--- src/printer_port_cfg.svh ---
// Purpose: printer port offsets, bit positions, resets, counts
// Assumes: 20 MHz clock
// Notes:   definitions only
`ifndef PRINTER_PORT_CFG_SVH
`define PRINTER_PORT_CFG_SVH

// register offsets on the host address lines
`define OFS_DATA        3'h0
`define OFS_STATUS      3'h1
`define OFS_CONTROL     3'h2
`define OFS_EPP_ADDR    3'h3

// status bit positions
`define ST_TMO          0
`define ST_FAULT        3
`define ST_ONLINE       4
`define ST_PAPER        5
`define ST_ACK          6
`define ST_BUSY         7

// control bit positions
`define CT_STROBE       0
`define CT_LINEFEED     1
`define CT_INIT         2
`define CT_CHOOSE       3
`define CT_IRQ_GATE     4
`define CT_DIR          5

// reset values
`define DATA_RESET      8'h00
`define ADDR_RESET      8'h00
`define CTRL_RESET      6'h00
`define REQ_RESET       10'h000

// watchdog: a least time, rounded up to whole cycles
`define CLK_PERIOD_NS   50
`define EPP_TMO_US      10
`define EPP_TMO_CYC     ((`EPP_TMO_US * 1000 + `CLK_PERIOD_NS - 1) / `CLK_PERIOD_NS)

// two-entry request buffer
`define BUF_DEPTH       2

`endif

--- src/printer_port_pkg.sv ---
// Purpose: shared printer port types
// Assumes: nothing
// Notes:   state codes are Gray along idle-wait-strobe-release-finish
package printer_port_pkg;

  typedef enum logic [2:0]
  {
    EPP_IDLE    = 3'h0,
    EPP_WAIT    = 3'h1,
    EPP_STROBE  = 3'h3,
    EPP_RELEASE = 3'h2,
    EPP_FINISH  = 3'h6
  } epp_state_e;

  typedef struct packed
  {
    logic       is_addr;
    logic       is_read;
    logic [7:0] data;
  } epp_req_s;

endpackage

--- src/epp_req_if.sv ---
// Purpose: valid/ready carrier for EPP cycle requests
// Assumes: one clock domain
// Notes:   src drives valid and data, snk drives ready
`timescale 1ns/1ps
interface epp_req_if;
  import printer_port_pkg::*;
  logic     valid;
  logic     ready;
  epp_req_s req;
  modport src (output valid, output req, input ready);
  modport snk (input valid, input req, output ready);
endinterface

--- src/printer_port.sv ---
// Purpose: printer port registers with compatible and EPP cycles
// Assumes: strobes, address and pins synchronous to clk
// Notes:   host bus and port data are split into in, out and enable
`timescale 1ns/1ps
`include "printer_port_cfg.svh"
// Contract
// RULE1: data latch resets zero, drives port lines
// RULE2: data read returns live port lines
// RULE3: status frozen from read strobe start
// RULE4: status bit0 timeout flag, write-one clears
// RULE5: status bits 1,2 read zero
// RULE6: status bit3 shows fault pin unchanged
// RULE7: bits 4-6 show online, paper, ack pins
// RULE8: status bit7 inverts printer occupied pin
// RULE9: control bits 0-5 reset; 6,7 zero
// RULE10: control bits 0,1,3 drive pins inverted
// RULE11: control bit2 drives printer reset directly
// RULE12: gated rising ack edge raises interrupt
// RULE13: direction bit only outside printer mode; EPP cycles use it in printer mode too
// RULE14: EPP address write cycle, trailing latch
// RULE15: EPP address read captures at strobe release
// RULE16: EPP windows answer only in EPP mode
// RULE17: status writable only in EPP mode
// RULE18: watchdog aborts cycle, sets status bit0
// RULE19: EPP handshake order with hold line
// RULE20: write with direction one runs read
// RULE21: timeout set beats simultaneous clear
module printer_port
(
  input  wire logic       clk,                       // 20 MHz system clock
  input  wire logic       rstn,                      // async reset, active low
  input  wire logic       ce,                        // clock enable
  input  wire logic       epp_mode_en,               // EPP mode selected
  input  wire logic       config_reg_one_b3,         // 1: printer mode, 0: extended
  input  wire logic [2:0] host_addr,                 // register offset
  input  wire logic       host_write_strobe_n,       // host write, active low
  input  wire logic       host_read_strobe_n,        // host read, active low
  input  wire logic [7:0] host_bus_in,               // host data in
  output logic [7:0]      host_bus_out,              // host data out
  output logic            host_bus_oe,               // host data drive enable
  output logic            host_ready,                // low stretches host cycle
  input  wire logic [7:0] port_data_in,              // port line levels
  output logic [7:0]      port_data_out,             // port line drive value
  output logic            port_data_oe,              // port line drive enable
  input  wire logic       fault_input_level,         // fault pin, low = error
  input  wire logic       on_line_input,             // printer on line
  input  wire logic       paper_out_input,           // paper end
  input  wire logic       char_taken_input_n,        // character acknowledge
  input  wire logic       printer_occupied_input_n,  // busy pin level
  input  wire logic       peripheral_hold_line_n,    // EPP wait, active low
  output logic            byte_valid_output_n,       // strobe pin
  output logic            line_feed_request_n,       // auto feed pin
  output logic            printer_reset_output_n,    // init pin
  output logic            choose_printer_output_n,   // select-in pin
  output logic            address_strobe_pin_n,      // EPP address strobe
  output logic            byte_strobe_pin_n,         // EPP data strobe
  output logic            direction_write_pin_n,     // EPP write, active low
  output logic            port_irq                   // interrupt request
);
  import printer_port_pkg::*;

  epp_req_if req_in ();
  epp_req_if req_out ();

  epp_state_e state_q, state_d;
  epp_req_s   cur_q, cur_d;
  logic [7:0] data_q, data_d, addr_q, addr_d, rcap_q, rcap_d;
  logic [7:0] wr_hold_q, wr_hold_d, snap_q, snap_d;
  logic [5:0] ctrl_q, ctrl_d;
  logic       tmo_q, tmo_d;
  logic       wr_prev_q, rd_prev_q, ack_prev_q;
  logic       wd_run, wd_expired;
  logic       wr_lead, wr_trail, rd_lead, rd_low;
  logic       epp_sel, reg_hit, write_eff, epp_active;
  logic [7:0] status_live;
  logic [7:0] hb_out_d, pd_out_d;
  logic       hb_oe_d, rdy_d, pd_oe_d, irq_d;
  logic       bv_d, lf_d, pr_d, cp_d, as_d, bs_d, dw_d;

  epp_req_buffer u_buf
  (
    .clk   (clk),
    .rstn  (rstn),
    .ce    (ce),
    .fill  (req_in),
    .drain (req_out)
  );

  epp_watchdog u_wd
  (
    .clk     (clk),
    .rstn    (rstn),
    .ce      (ce),
    .run     (wd_run),
    .expired (wd_expired)
  );

  // strobe edges; strobes arrive synchronous so no synchroniser is needed
  assign wr_lead  = wr_prev_q && !host_write_strobe_n;
  assign wr_trail = !wr_prev_q && host_write_strobe_n;
  assign rd_lead  = rd_prev_q && !host_read_strobe_n;
  assign rd_low   = !host_read_strobe_n;
  assign epp_sel  = epp_mode_en && (host_addr >= `OFS_EPP_ADDR); // RULE16
  assign reg_hit  = (host_addr < `OFS_EPP_ADDR) || epp_sel;      // RULE16

  // live status; bits 1 and 2 have no storage
  always_comb
  begin
    status_live            = 8'h00;                     // RULE5
    status_live[`ST_TMO]   = tmo_q;
    status_live[`ST_FAULT] = fault_input_level;         // RULE6
    status_live[`ST_ONLINE] = on_line_input;            // RULE7
    status_live[`ST_PAPER] = paper_out_input;           // RULE7
    status_live[`ST_ACK]   = char_taken_input_n;        // RULE7
    status_live[`ST_BUSY]  = ~printer_occupied_input_n; // RULE8
  end

  // EPP requests start on the leading edge
  always_comb
  begin
    req_in.valid        = (wr_lead || rd_lead) && epp_sel;   // RULE14
    req_in.req.is_addr  = (host_addr == `OFS_EPP_ADDR);
    req_in.req.is_read  = rd_lead;                           // RULE15
    req_in.req.data     = host_bus_in;
  end

  // EPP cycle engine
  assign wd_run     = (state_q == EPP_WAIT) || (state_q == EPP_STROBE);
  assign write_eff  = !cur_q.is_read && !ctrl_q[`CT_DIR];    // RULE20
  assign req_out.ready = (state_q == EPP_IDLE);
  always_comb
  begin
    state_d = state_q;
    cur_d   = cur_q;
    rcap_d  = rcap_q;
    unique case (state_q)
      EPP_IDLE:
      begin
        if (req_out.valid)
        begin
          cur_d   = req_out.req;
          state_d = EPP_WAIT;
        end
      end
      EPP_WAIT: // RULE19
      begin
        if (!peripheral_hold_line_n)
          state_d = EPP_STROBE;
      end
      EPP_STROBE: // RULE19
      begin
        if (peripheral_hold_line_n)
        begin
          rcap_d  = port_data_in; // RULE15
          state_d = EPP_RELEASE;
        end
      end
      EPP_RELEASE:
        state_d = EPP_FINISH;
      EPP_FINISH:
      begin
        if (host_write_strobe_n && host_read_strobe_n)
          state_d = EPP_IDLE;
      end
    endcase
    if (wd_expired && wd_run)
      state_d = EPP_FINISH; // RULE18
  end

  always_ff @(posedge clk or negedge rstn)
  begin
    if (!rstn)
    begin
      state_q <= EPP_IDLE;
      cur_q   <= `REQ_RESET;
      rcap_q  <= `ADDR_RESET;
    end
    else if (ce)
    begin
      state_q <= state_d;
      cur_q   <= cur_d;
      rcap_q  <= rcap_d;
    end
  end

  // host-visible registers
  always_comb
  begin
    data_d    = data_q;
    addr_d    = addr_q;
    ctrl_d    = ctrl_q;
    tmo_d     = tmo_q;
    snap_d    = snap_q;
    wr_hold_d = host_write_strobe_n ? wr_hold_q : host_bus_in;
    if (wr_trail && host_addr == `OFS_DATA)
      data_d = wr_hold_q; // RULE1
    if (wr_trail && host_addr == `OFS_CONTROL)
      ctrl_d = wr_hold_q[5:0]; // RULE9
    if (wr_trail && host_addr == `OFS_EPP_ADDR && epp_mode_en)
      addr_d = wr_hold_q; // RULE14
    if (state_q == EPP_STROBE && state_d == EPP_RELEASE && cur_q.is_addr && cur_q.is_read)
      addr_d = rcap_d; // RULE15
    if (rd_lead && host_addr == `OFS_STATUS)
      snap_d = status_live; // RULE3
    // clear first so that a timeout in the same cycle wins
    if (wr_lead && host_addr == `OFS_STATUS && epp_mode_en && host_bus_in[`ST_TMO])
      tmo_d = 1'b0; // RULE4 RULE17
    if (wd_expired && wd_run)
      tmo_d = 1'b1; // RULE4 RULE18 RULE21
  end

  always_ff @(posedge clk or negedge rstn)
  begin
    if (!rstn)
    begin
      data_q    <= `DATA_RESET; // RULE1
      addr_q    <= `ADDR_RESET; // RULE14
      ctrl_q    <= `CTRL_RESET; // RULE9
      tmo_q     <= 1'b0; // RULE4
      snap_q    <= 8'h00;
      wr_hold_q <= 8'h00;
    end
    else if (ce)
    begin
      data_q    <= data_d;
      addr_q    <= addr_d;
      ctrl_q    <= ctrl_d;
      tmo_q     <= tmo_d;
      snap_q    <= snap_d;
      wr_hold_q <= wr_hold_d;
    end
  end

  // host read mux; a registered output adds one cycle to live views
  always_comb
  begin
    hb_out_d = 8'h00;
    unique case (host_addr)
      `OFS_DATA:     hb_out_d = port_data_in;                // RULE2
      `OFS_STATUS:   hb_out_d = rd_lead ? status_live : snap_q; // RULE3
      `OFS_CONTROL:  hb_out_d = {2'b00, ctrl_q};             // RULE9
      `OFS_EPP_ADDR: hb_out_d = addr_q;
      default:       hb_out_d = rcap_q;
    endcase
    hb_oe_d = rd_low && reg_hit;                             // RULE16
    rdy_d   = !(wd_run || req_out.valid || req_in.valid);    // RULE19
  end

  // port pins: EPP cycle overrides the plain register view
  assign epp_active = (state_d == EPP_STROBE) || (state_d == EPP_RELEASE);
  always_comb
  begin
    if (epp_active)
    begin
      pd_out_d = cur_d.data;
      pd_oe_d  = write_eff; // RULE20
      dw_d     = !pd_oe_d; // RULE19
    end
    else
    begin
      pd_out_d = data_q; // RULE1
      pd_oe_d  = config_reg_one_b3 || !ctrl_q[`CT_DIR]; // RULE13
      dw_d     = 1'b1;
    end
    as_d  = !(state_d == EPP_STROBE && cur_d.is_addr); // RULE19
    bs_d  = !(state_d == EPP_STROBE && !cur_d.is_addr); // RULE19
    bv_d  = ~ctrl_q[`CT_STROBE]; // RULE10
    lf_d  = ~ctrl_q[`CT_LINEFEED]; // RULE10
    cp_d  = ~ctrl_q[`CT_CHOOSE]; // RULE10
    pr_d  = ctrl_q[`CT_INIT]; // RULE11
    // held until ack falls again or the gate is closed
    irq_d = ctrl_q[`CT_IRQ_GATE] &&
            ((!ack_prev_q && char_taken_input_n) || (port_irq && char_taken_input_n)); // RULE12
  end

  // output and edge registers
  always_ff @(posedge clk or negedge rstn)
  begin
    if (!rstn)
    begin
      host_bus_out            <= 8'h00;
      host_bus_oe             <= 1'b0;
      host_ready              <= 1'b1;
      port_data_out           <= `DATA_RESET;
      port_data_oe            <= 1'b1;
      byte_valid_output_n     <= 1'b1;
      line_feed_request_n     <= 1'b1;
      printer_reset_output_n  <= 1'b0;
      choose_printer_output_n <= 1'b1;
      address_strobe_pin_n    <= 1'b1;
      byte_strobe_pin_n       <= 1'b1;
      direction_write_pin_n   <= 1'b1;
      port_irq                <= 1'b0;
      wr_prev_q               <= 1'b1;
      rd_prev_q               <= 1'b1;
      ack_prev_q              <= 1'b1;
    end
    else if (ce)
    begin
      host_bus_out            <= hb_out_d;
      host_bus_oe             <= hb_oe_d;
      host_ready              <= rdy_d;
      port_data_out           <= pd_out_d;
      port_data_oe            <= pd_oe_d;
      byte_valid_output_n     <= bv_d;
      line_feed_request_n     <= lf_d;
      printer_reset_output_n  <= pr_d;
      choose_printer_output_n <= cp_d;
      address_strobe_pin_n    <= as_d;
      byte_strobe_pin_n       <= bs_d;
      direction_write_pin_n   <= dw_d;
      port_irq                <= irq_d;
      wr_prev_q               <= host_write_strobe_n;
      rd_prev_q               <= host_read_strobe_n;
      ack_prev_q              <= char_taken_input_n;
    end
  end
endmodule

--- src/epp_req_buffer.sv ---
// Purpose: two-entry request buffer before the EPP engine
// Assumes: clock enable freezes all state
// Notes:   in.ready falls when both entries hold a request
`timescale 1ns/1ps
`include "printer_port_cfg.svh"
module epp_req_buffer
(
  input  wire logic clk,   // system clock
  input  wire logic rstn,  // async reset, active low
  input  wire logic ce,    // clock enable
  epp_req_if.snk    fill,  // filling side
  epp_req_if.src    drain  // draining side
);
  import printer_port_pkg::*;

  epp_req_s   mem_q [`BUF_DEPTH];
  epp_req_s   mem_d [`BUF_DEPTH];
  logic       wr_q, wr_d, rd_q, rd_d;
  logic [1:0] cnt_q, cnt_d;
  logic       push, pop;

  // handshakes on both sides
  assign push        = fill.valid && fill.ready;
  assign pop         = drain.valid && drain.ready;
  assign fill.ready  = (cnt_q != 2'(`BUF_DEPTH));
  assign drain.valid = (cnt_q != 2'h0);
  assign drain.req   = mem_q[rd_q];

  // pointers and occupancy
  always_comb
  begin
    wr_d  = push ? ~wr_q : wr_q;
    rd_d  = pop ? ~rd_q : rd_q;
    cnt_d = cnt_q + 2'(push) - 2'(pop);
  end

  // one storage entry per index
  for (genvar i = 0; i < `BUF_DEPTH; i++)
  begin : g_ent
    always_comb
    begin
      mem_d[i] = (push && wr_q == 1'(i)) ? fill.req : mem_q[i];
    end
    always_ff @(posedge clk or negedge rstn)
    begin
      if (!rstn)
        mem_q[i] <= `REQ_RESET;
      else if (ce)
        mem_q[i] <= mem_d[i];
    end
  end

  // pointer registers
  always_ff @(posedge clk or negedge rstn)
  begin
    if (!rstn)
    begin
      wr_q  <= 1'b0;
      rd_q  <= 1'b0;
      cnt_q <= 2'h0;
    end
    else if (ce)
    begin
      wr_q  <= wr_d;
      rd_q  <= rd_d;
      cnt_q <= cnt_d;
    end
  end
endmodule

--- src/epp_watchdog.sv ---
// Purpose: EPP wait watchdog
// Assumes: run is a level from the cycle engine
// Notes:   expired is a registered one-cycle pulse
`timescale 1ns/1ps
`include "printer_port_cfg.svh"
module epp_watchdog
(
  input  wire logic clk,     // system clock
  input  wire logic rstn,    // async reset, active low
  input  wire logic ce,      // clock enable
  input  wire logic run,     // cycle waiting on peripheral
  output logic      expired  // pulse: wait too long
);
  logic [7:0] cnt_q, cnt_d;
  logic       exp_d;

  // count only while running; restart whenever run drops
  always_comb
  begin
    cnt_d = run ? cnt_q + 8'h01 : 8'h00;
    exp_d = run && (cnt_q == 8'(`EPP_TMO_CYC)); // RULE18
    if (exp_d)
      cnt_d = 8'h00;
  end

  always_ff @(posedge clk or negedge rstn)
  begin
    if (!rstn)
    begin
      cnt_q   <= 8'h00;
      expired <= 1'b0;
    end
    else if (ce)
    begin
      cnt_q   <= cnt_d;
      expired <= exp_d;
    end
  end
endmodule

--- config.mk ---
export PLATFORM = sky130hd
export DESIGN_NAME = printer_port
export DESIGN_NICKNAME = d
export VERILOG_FILES = /design/src/printer_port_pkg.sv /design/src/epp_req_if.sv /design/src/printer_port.sv /design/src/epp_req_buffer.sv /design/src/epp_watchdog.sv
export VERILOG_INCLUDE_DIRS = /design/src
export SDC_FILE = /design/constraint.sdc
export NUM_CORES = 1
export LEC_CHECK = 0
export ABC_AREA = 1
export BUFFER_PORTS_ARGS = -buffer_cell sky130_fd_sc_hd__buf_2
export CORE_MARGIN = 2
export CORE_UTILIZATION = 53
export DETAILED_ROUTE_END_ITERATION = 16
export PLACE_DENSITY_LB_ADDON = 0.08
export SKIP_LAST_GASP = 1
export SYNTH_ARGS = -nofsm -noshare
export SYNTH_HDL_FRONTEND = slang
export SYNTH_HIERARCHICAL = 1
export SYNTH_SLANG_ARGS = --single-unit
export TNS_END_PERCENT = 20
--- constraint.sdc ---
create_clock -name clk -period 2.92 [get_ports clk]
set_input_delay 0.73 -clock clk [delete_from_list [all_inputs] [get_ports clk]]
set_output_delay 0.73 -clock clk [all_outputs]
set_load 0.1 [all_outputs]
=== Word level (Yosys, flattened, before mapping) ===
Cells that the tools add are included.

* Flip-flop bits (word level): 121
* Input bits: 32
* Output and inout port bits: 27
* Word-level logic and storage cells: 152

* $add $sub $neg: 3
* $lt $le $gt $ge: 3
* Equal/unequal tests: 11
* Multiplexer cells: 24
* Bitwise logic cells: 8
* Reductions and logical operators: 65

{| class="wikitable"
|+ Operators with widths
! cell !! count
|-
| 2-to-1 mux 8 bit || 8
|-
| 2-to-1 mux 10 bit || 5
|-
| one-hot mux 8 bit (4 select lines) || 1
|-
| logical AND 1 bit || 30
|-
| AND reduction 2 bit || 10
|-
| == test 3 x 2 -> 1 bit (second input constant) || 6
|-
| 2-to-1 mux 3 bit || 5
|-
| one-hot mux 3 bit (5 select lines) || 1
|-
| logical NOT 1 bit || 11
|-
| adder 8 x 1 -> 8 bit (second input constant) || 1
|-
| == test 8 bit (second input constant) || 1
|-
| logical OR 1 bit || 8
|-
| NOT 1 bit || 7
|-
| == test 3 x 1 -> 1 bit (second input constant) || 2
|-
| logical NOT 3 bit || 2
|-
| nonzero test 2 bit || 3
|-
| 2-to-1 mux 1 bit || 4
|-
| == test 3 bit (second input constant) || 1
|-
| greater-or-equal comparator 3 x 2 -> 1 bit (second input constant) || 1
|-
| less-than comparator 3 x 2 -> 1 bit (second input constant) || 1
|-
| AND reduction 3 bit || 1
|-
| adder 2 x 1 -> 2 bit || 1
|-
| greater-or-equal comparator 2 bit (second input constant) || 1
|-
| inequality test 2 bit (second input constant) || 1
|-
| 2 further kinds || 2
|}

=== Depth between registers and ports, before layout ===
* Word-level depth: 10
* Mapped depth: 16

=== Modules after synthesis ===
The synthesis kept the hierarchy.

{| class="wikitable"
|+ Modules (own cells, without submodules)
! module !! instances !! cells each !! area each (sq um) !! sequential area each (sq um)
|-
| printer_port || 1 || 523 || 4241.6 || 2215.9
|-
| epp_req_buffer || 1 || 152 || 1227.4 || 600.6
|-
| epp_watchdog || 1 || 88 || 608.1 || 225.2
|}

=== Worst setup path before layout ===
No wires, ideal clock.

* Path kind: in2reg
* From: in host_addr[0]
* To: reg u_buf.cnt_q[1]
* Setup time: 0.123 ns
* Arrival time: 2.655 ns
* Required time: 2.797 ns
* Path slack: 0.142 ns
* Cell stages on the path: 15
* Path buffers: 2
* Path through: inv_1 nor3_1 clkbuf_1 o221ai_1 inv_1 inv_2 a21oi_4 buf_6 inv_1 ha_1 inv_1 ha_1 nand2_1 nand3_1 xor2_1

* Cells in the longest elaborated chain, start to end: 6

{| class="wikitable"
|+ Ends and longest elaborated chain
! what !! line !! text
|-
| start: declaration || printer_port.sv:35 || <nowiki>input wire logic [2:0] host_addr,</nowiki>
|-
| greater-or-equal comparator 3 x 2 -> 1 bit (no source line) || n/a ||
|-
| logical AND 1 bit || printer_port.sv:103 || <nowiki>assign epp_sel = epp_mode_en && (host_addr >= `OFS_EPP_ADDR);</nowiki>
|-
| logical AND 1 bit || printer_port.sv:121 || <nowiki>req_in.valid = (wr_lead || rd_lead) && epp_sel;</nowiki>
|-
| via req_in.valid || epp_req_if.sv:7 || <nowiki>logic valid;</nowiki>
|-
| logical AND 1 bit || epp_req_buffer.sv:23 || <nowiki>assign push = fill.valid && fill.ready;</nowiki>
|-
| adder 2 x 1 -> 2 bit || epp_req_buffer.sv:34 || <nowiki>cnt_d = cnt_q + 2'(push) - 2'(pop);</nowiki>
|-
| subtractor 2 x 1 -> 2 bit || epp_req_buffer.sv:34 ||
|-
| end signal: assignment || epp_req_buffer.sv:66 || <nowiki>cnt_q <= cnt_d;</nowiki>
|-
| end: declaration || epp_req_buffer.sv:19 || <nowiki>logic [1:0] cnt_q, cnt_d;</nowiki>
|}

The timed path passes the listed nets, and every way through them passes these cells.
A chain may end at the register's enable or synchronous reset.

=== Final worst setup path ===
Same ends and word-level chain as after synthesis.

==> impl_results.md <==
- Dpl hpwl: 10300 um
- All-Layer GR Usage: 25.9%
- Hold_buf cts: 0
- Mapped Area: 6080 um^2
- Post-route ant nets: 0
- Rel. slew slack: 61.4%
- Synthesized area per cell: 7.96 um^2
- Crit Path Class: in2reg
- Overall Power: 7.63 mW
- Top FF cell, synth: dfrtp_1
- EDFF count, synth: 0
- Final setup violation count: 0
- Tcrit/Tclk final: 75.9%
- Iteration-0 DRC Markers: 448
- Core area: 11300 um^2
- Pin count of the biggest net entering global routing: 88
- Vert. Die Dim: 111 um
- Fmax: 0.451 GHz
- Peak VDD IR: 0.000815 V
- Cell Pwr Density: 1060 nW/um^2
- Reg2reg setup slack: 0.73 ns
- Detailed Route WL: 15100 um
- Layout cells sized above 1: 18.0%
- Post-CTS setup buffers: 0
- Largest stage delay, worst path: 0.26 ns
- FP Rows: 39
- Setup_tns: 0 ns
- HP Class: in2async
- Sequential area share after synthesis: 50.1%
- Reg area: 3040 um^2
- Die ar.: 12300 um^2
- Leak: 3.69 nW
- Clk_lat worst skew: 0.42 ns
- Endpoints failing hold: 0
- Crit path top cell by count: inv_1
- Crit path launch type: input port
- Clk root buf: clkbuf_16
- Crit path cell chain: buf_2 > inv_1 > nor3_1 > o221ai_1 > inv_1 > inv_2 > a21oi_4 > inv_1 > ha_1 > inv_1 > ha_1 > inv_1 > nand2_1 > nand3_1 > xor2_1
- Worst r2r path cells: 14
- Max clock buf depth: 2
- Synth async-reset ratio: 100%
- Slowest CP cell: ha_1
- First-pass GRT wire length: 25300 um
- Pins Over Slew Limit: 0
- Initial antenna violation count: 0
- Synth area leaders: dfrtp_1 45%, nand2_1 17%, o21ai_0 6.4%
- Total clock sinks: 121
- Total CTS buffers: 17
- Worst hold slack: 0.274 ns
- Synth unique cells: 36
- Multi-input logic area: 2580 um^2
- Total I/O pin count: 59
- Global route total overflow: 0
- Period minus WS final: 2.22 ns
- Htree depth: 4
- Clk_skew: 0.00637 ns
- Fill count: 983
- FF-to-FF End: u_buf/cnt_q[1]
- Top cell type by total area after synthesis: dfrtp_1
- Status: finished clean
- Number of vias per cell: 5.43
- Crit-path max FO: 4
- IO Port Bufs: 58
- Share of the synthesized area in the top cell type: 45.3%
- Least-Margin Pin Slew: 0.577 ns
- Maxcap violations: 0
- Wire length per cell: 15.4 um
- Yosys warnings: 6
- Arrival @ worst endpoint: 2.51 ns
- Vias in the first global route: 4978
- Clock-pin transition on the worst setup and hold timing paths: 0.05 ns
- WP data required: 3.21 ns
- Routed vias: 5302
- Syn nets: 799
- Chip width: 111 um
- Crit end category: flip-flop
- # DRC: 0
- Worst reg2reg path startpoint: wr_prev_q
- Routability Congestion: 0.814
- CTS resizes: 0
- Count leader, synth: nand2_1
- DRT Pass-1 Iters: 5
- Layout area overhead: 18.0%
- CTS tree: yes
- Synth top cells by count: 270 x nand2_1, 110 x dfrtp_1, 78 x o21ai_0
- #FFs+latches synth: 121
- Initial core utilization: 53.7%
- RSZ-0062 raised after global routing: false
- Antenna Cells: 0
- Syn Inst Count: 763
- Final #Nets: 857
[cell families after synthesis]
logic type,Yosys count,share of synthesized area (%)
AND/OR/NAND/NOR,395,29.1
multiplexers,2,0.371
flip-flops,121,50.1
adder cells (fa/ha/maj),4,0.824
AO/OA/AOI/OAI,132,11.9
XOR/XNOR,2,0.288
buffers and inverters,107,7.51
[layout by cell type, fill, tap and decap left out, drive strengths merged]
master,instances
nor2,42
ha,4
inv,72
nand2,280
a21oi,36
clkinvlp,1
o22ai,2
buf,72
o31ai,1
o21a,1
xor2,2
clkinv,6
bufinv,5
clkbuf,22
o21ai,80
nor3,5
mux2,2
dfrtp,110
nand4,27
o211ai,11
nand3b,1
nand3,40
dfstp,11
o221ai,1
[power by group]
group | leakage [nW] | internal, mW | switching, mW
Combinational | 1.85 | 0.644 | 2.02
Sequential | 1.52 | 2.23 | 0.375
Clock | 0.327 | 1.61 | 0.747
Total | 3.69 | 4.48 | 3.14
[metrics by stage]
step	util [%]	setup slack [ns]	area, um^2	std cells
2_1_floorplan	-	0.142	6080	763
4_1_cts	63.4	0.697	7170	977
3_5_place_dp	57.4	0.281	6500	945
6_report	63.4	0.704	7170	977
3_3_place_gp	57.4	0.335	6500	945
5_1_grt	63.4	0.480	7170	977
[routing by layer]
| layer | track usage [%] | part of all wire [%] |
|---|---|---|
| met1 | 36.6 | 46 |
| met2 | 39.3 | 45 |
| met3 | 6.78 | 6.1 |
| met4 | 8.64 | 2.1 |
| met5 | 0 | 0 |
[state kept, by name (all words and copies together) (netlist names), 2 cells and up]
name / count
u_wd/cnt_q: 8
u_buf/cnt_q: 2
cur_q: 10
host_bus_out: 8
rcap_q: 8
wr_hold_q: 8
snap_q: 6
ctrl_q: 6
addr_q: 8
data_q: 8
u_buf/mem_q: 20
port_data_out: 8
state_q: 3
[layout make-up]
cell class | count | share of cell area [%]
Clock buffer | 22 | 6.75
Clock inverter | 10 | 2.63
Inverter | 74 | 3.87
Multi-Input combinational cell | 535 | 35.9
Sequential cell | 121 | 42.4
Tap cell | 143 | 2.49
Timing Repair Buffer | 72 | 5.90
[critical path, delay by kind of cell]
kind / cells / cell delay, ns
AND/OR/NAND/NOR: 3 / 0.35
adder cells (fa/ha/maj): 2 / 0.41
buffers and inverters: 7 / 0.55
XOR/XNOR: 1 / 0.17
AO/OA/AOI/OAI: 2 / 0.27
[how the worst max path moves through the flow]
| stage | from | endpoint | slack [ns] | depth (start not counted) |
|---|---|---|---|---|
| 2_1_floorplan | host_addr[0] | u_buf/cnt_q[1] | 0.14 | 15 |
| 3_3_place_gp | host_addr[0] | u_buf/cnt_q[1] | 0.33 | 15 |
| 3_5_place_dp | host_addr[0] | u_buf/cnt_q[1] | 0.28 | 15 |
| 4_1_cts | host_addr[0] | u_buf/cnt_q[1] | 0.70 | 15 |
| 5_1_grt | host_addr[0] | u_buf/cnt_q[1] | 0.48 | 15 |
| 6_report | host_addr[0] | u_buf/cnt_q[1] | 0.70 | 15 |
(Power assumes the default switching activity.)
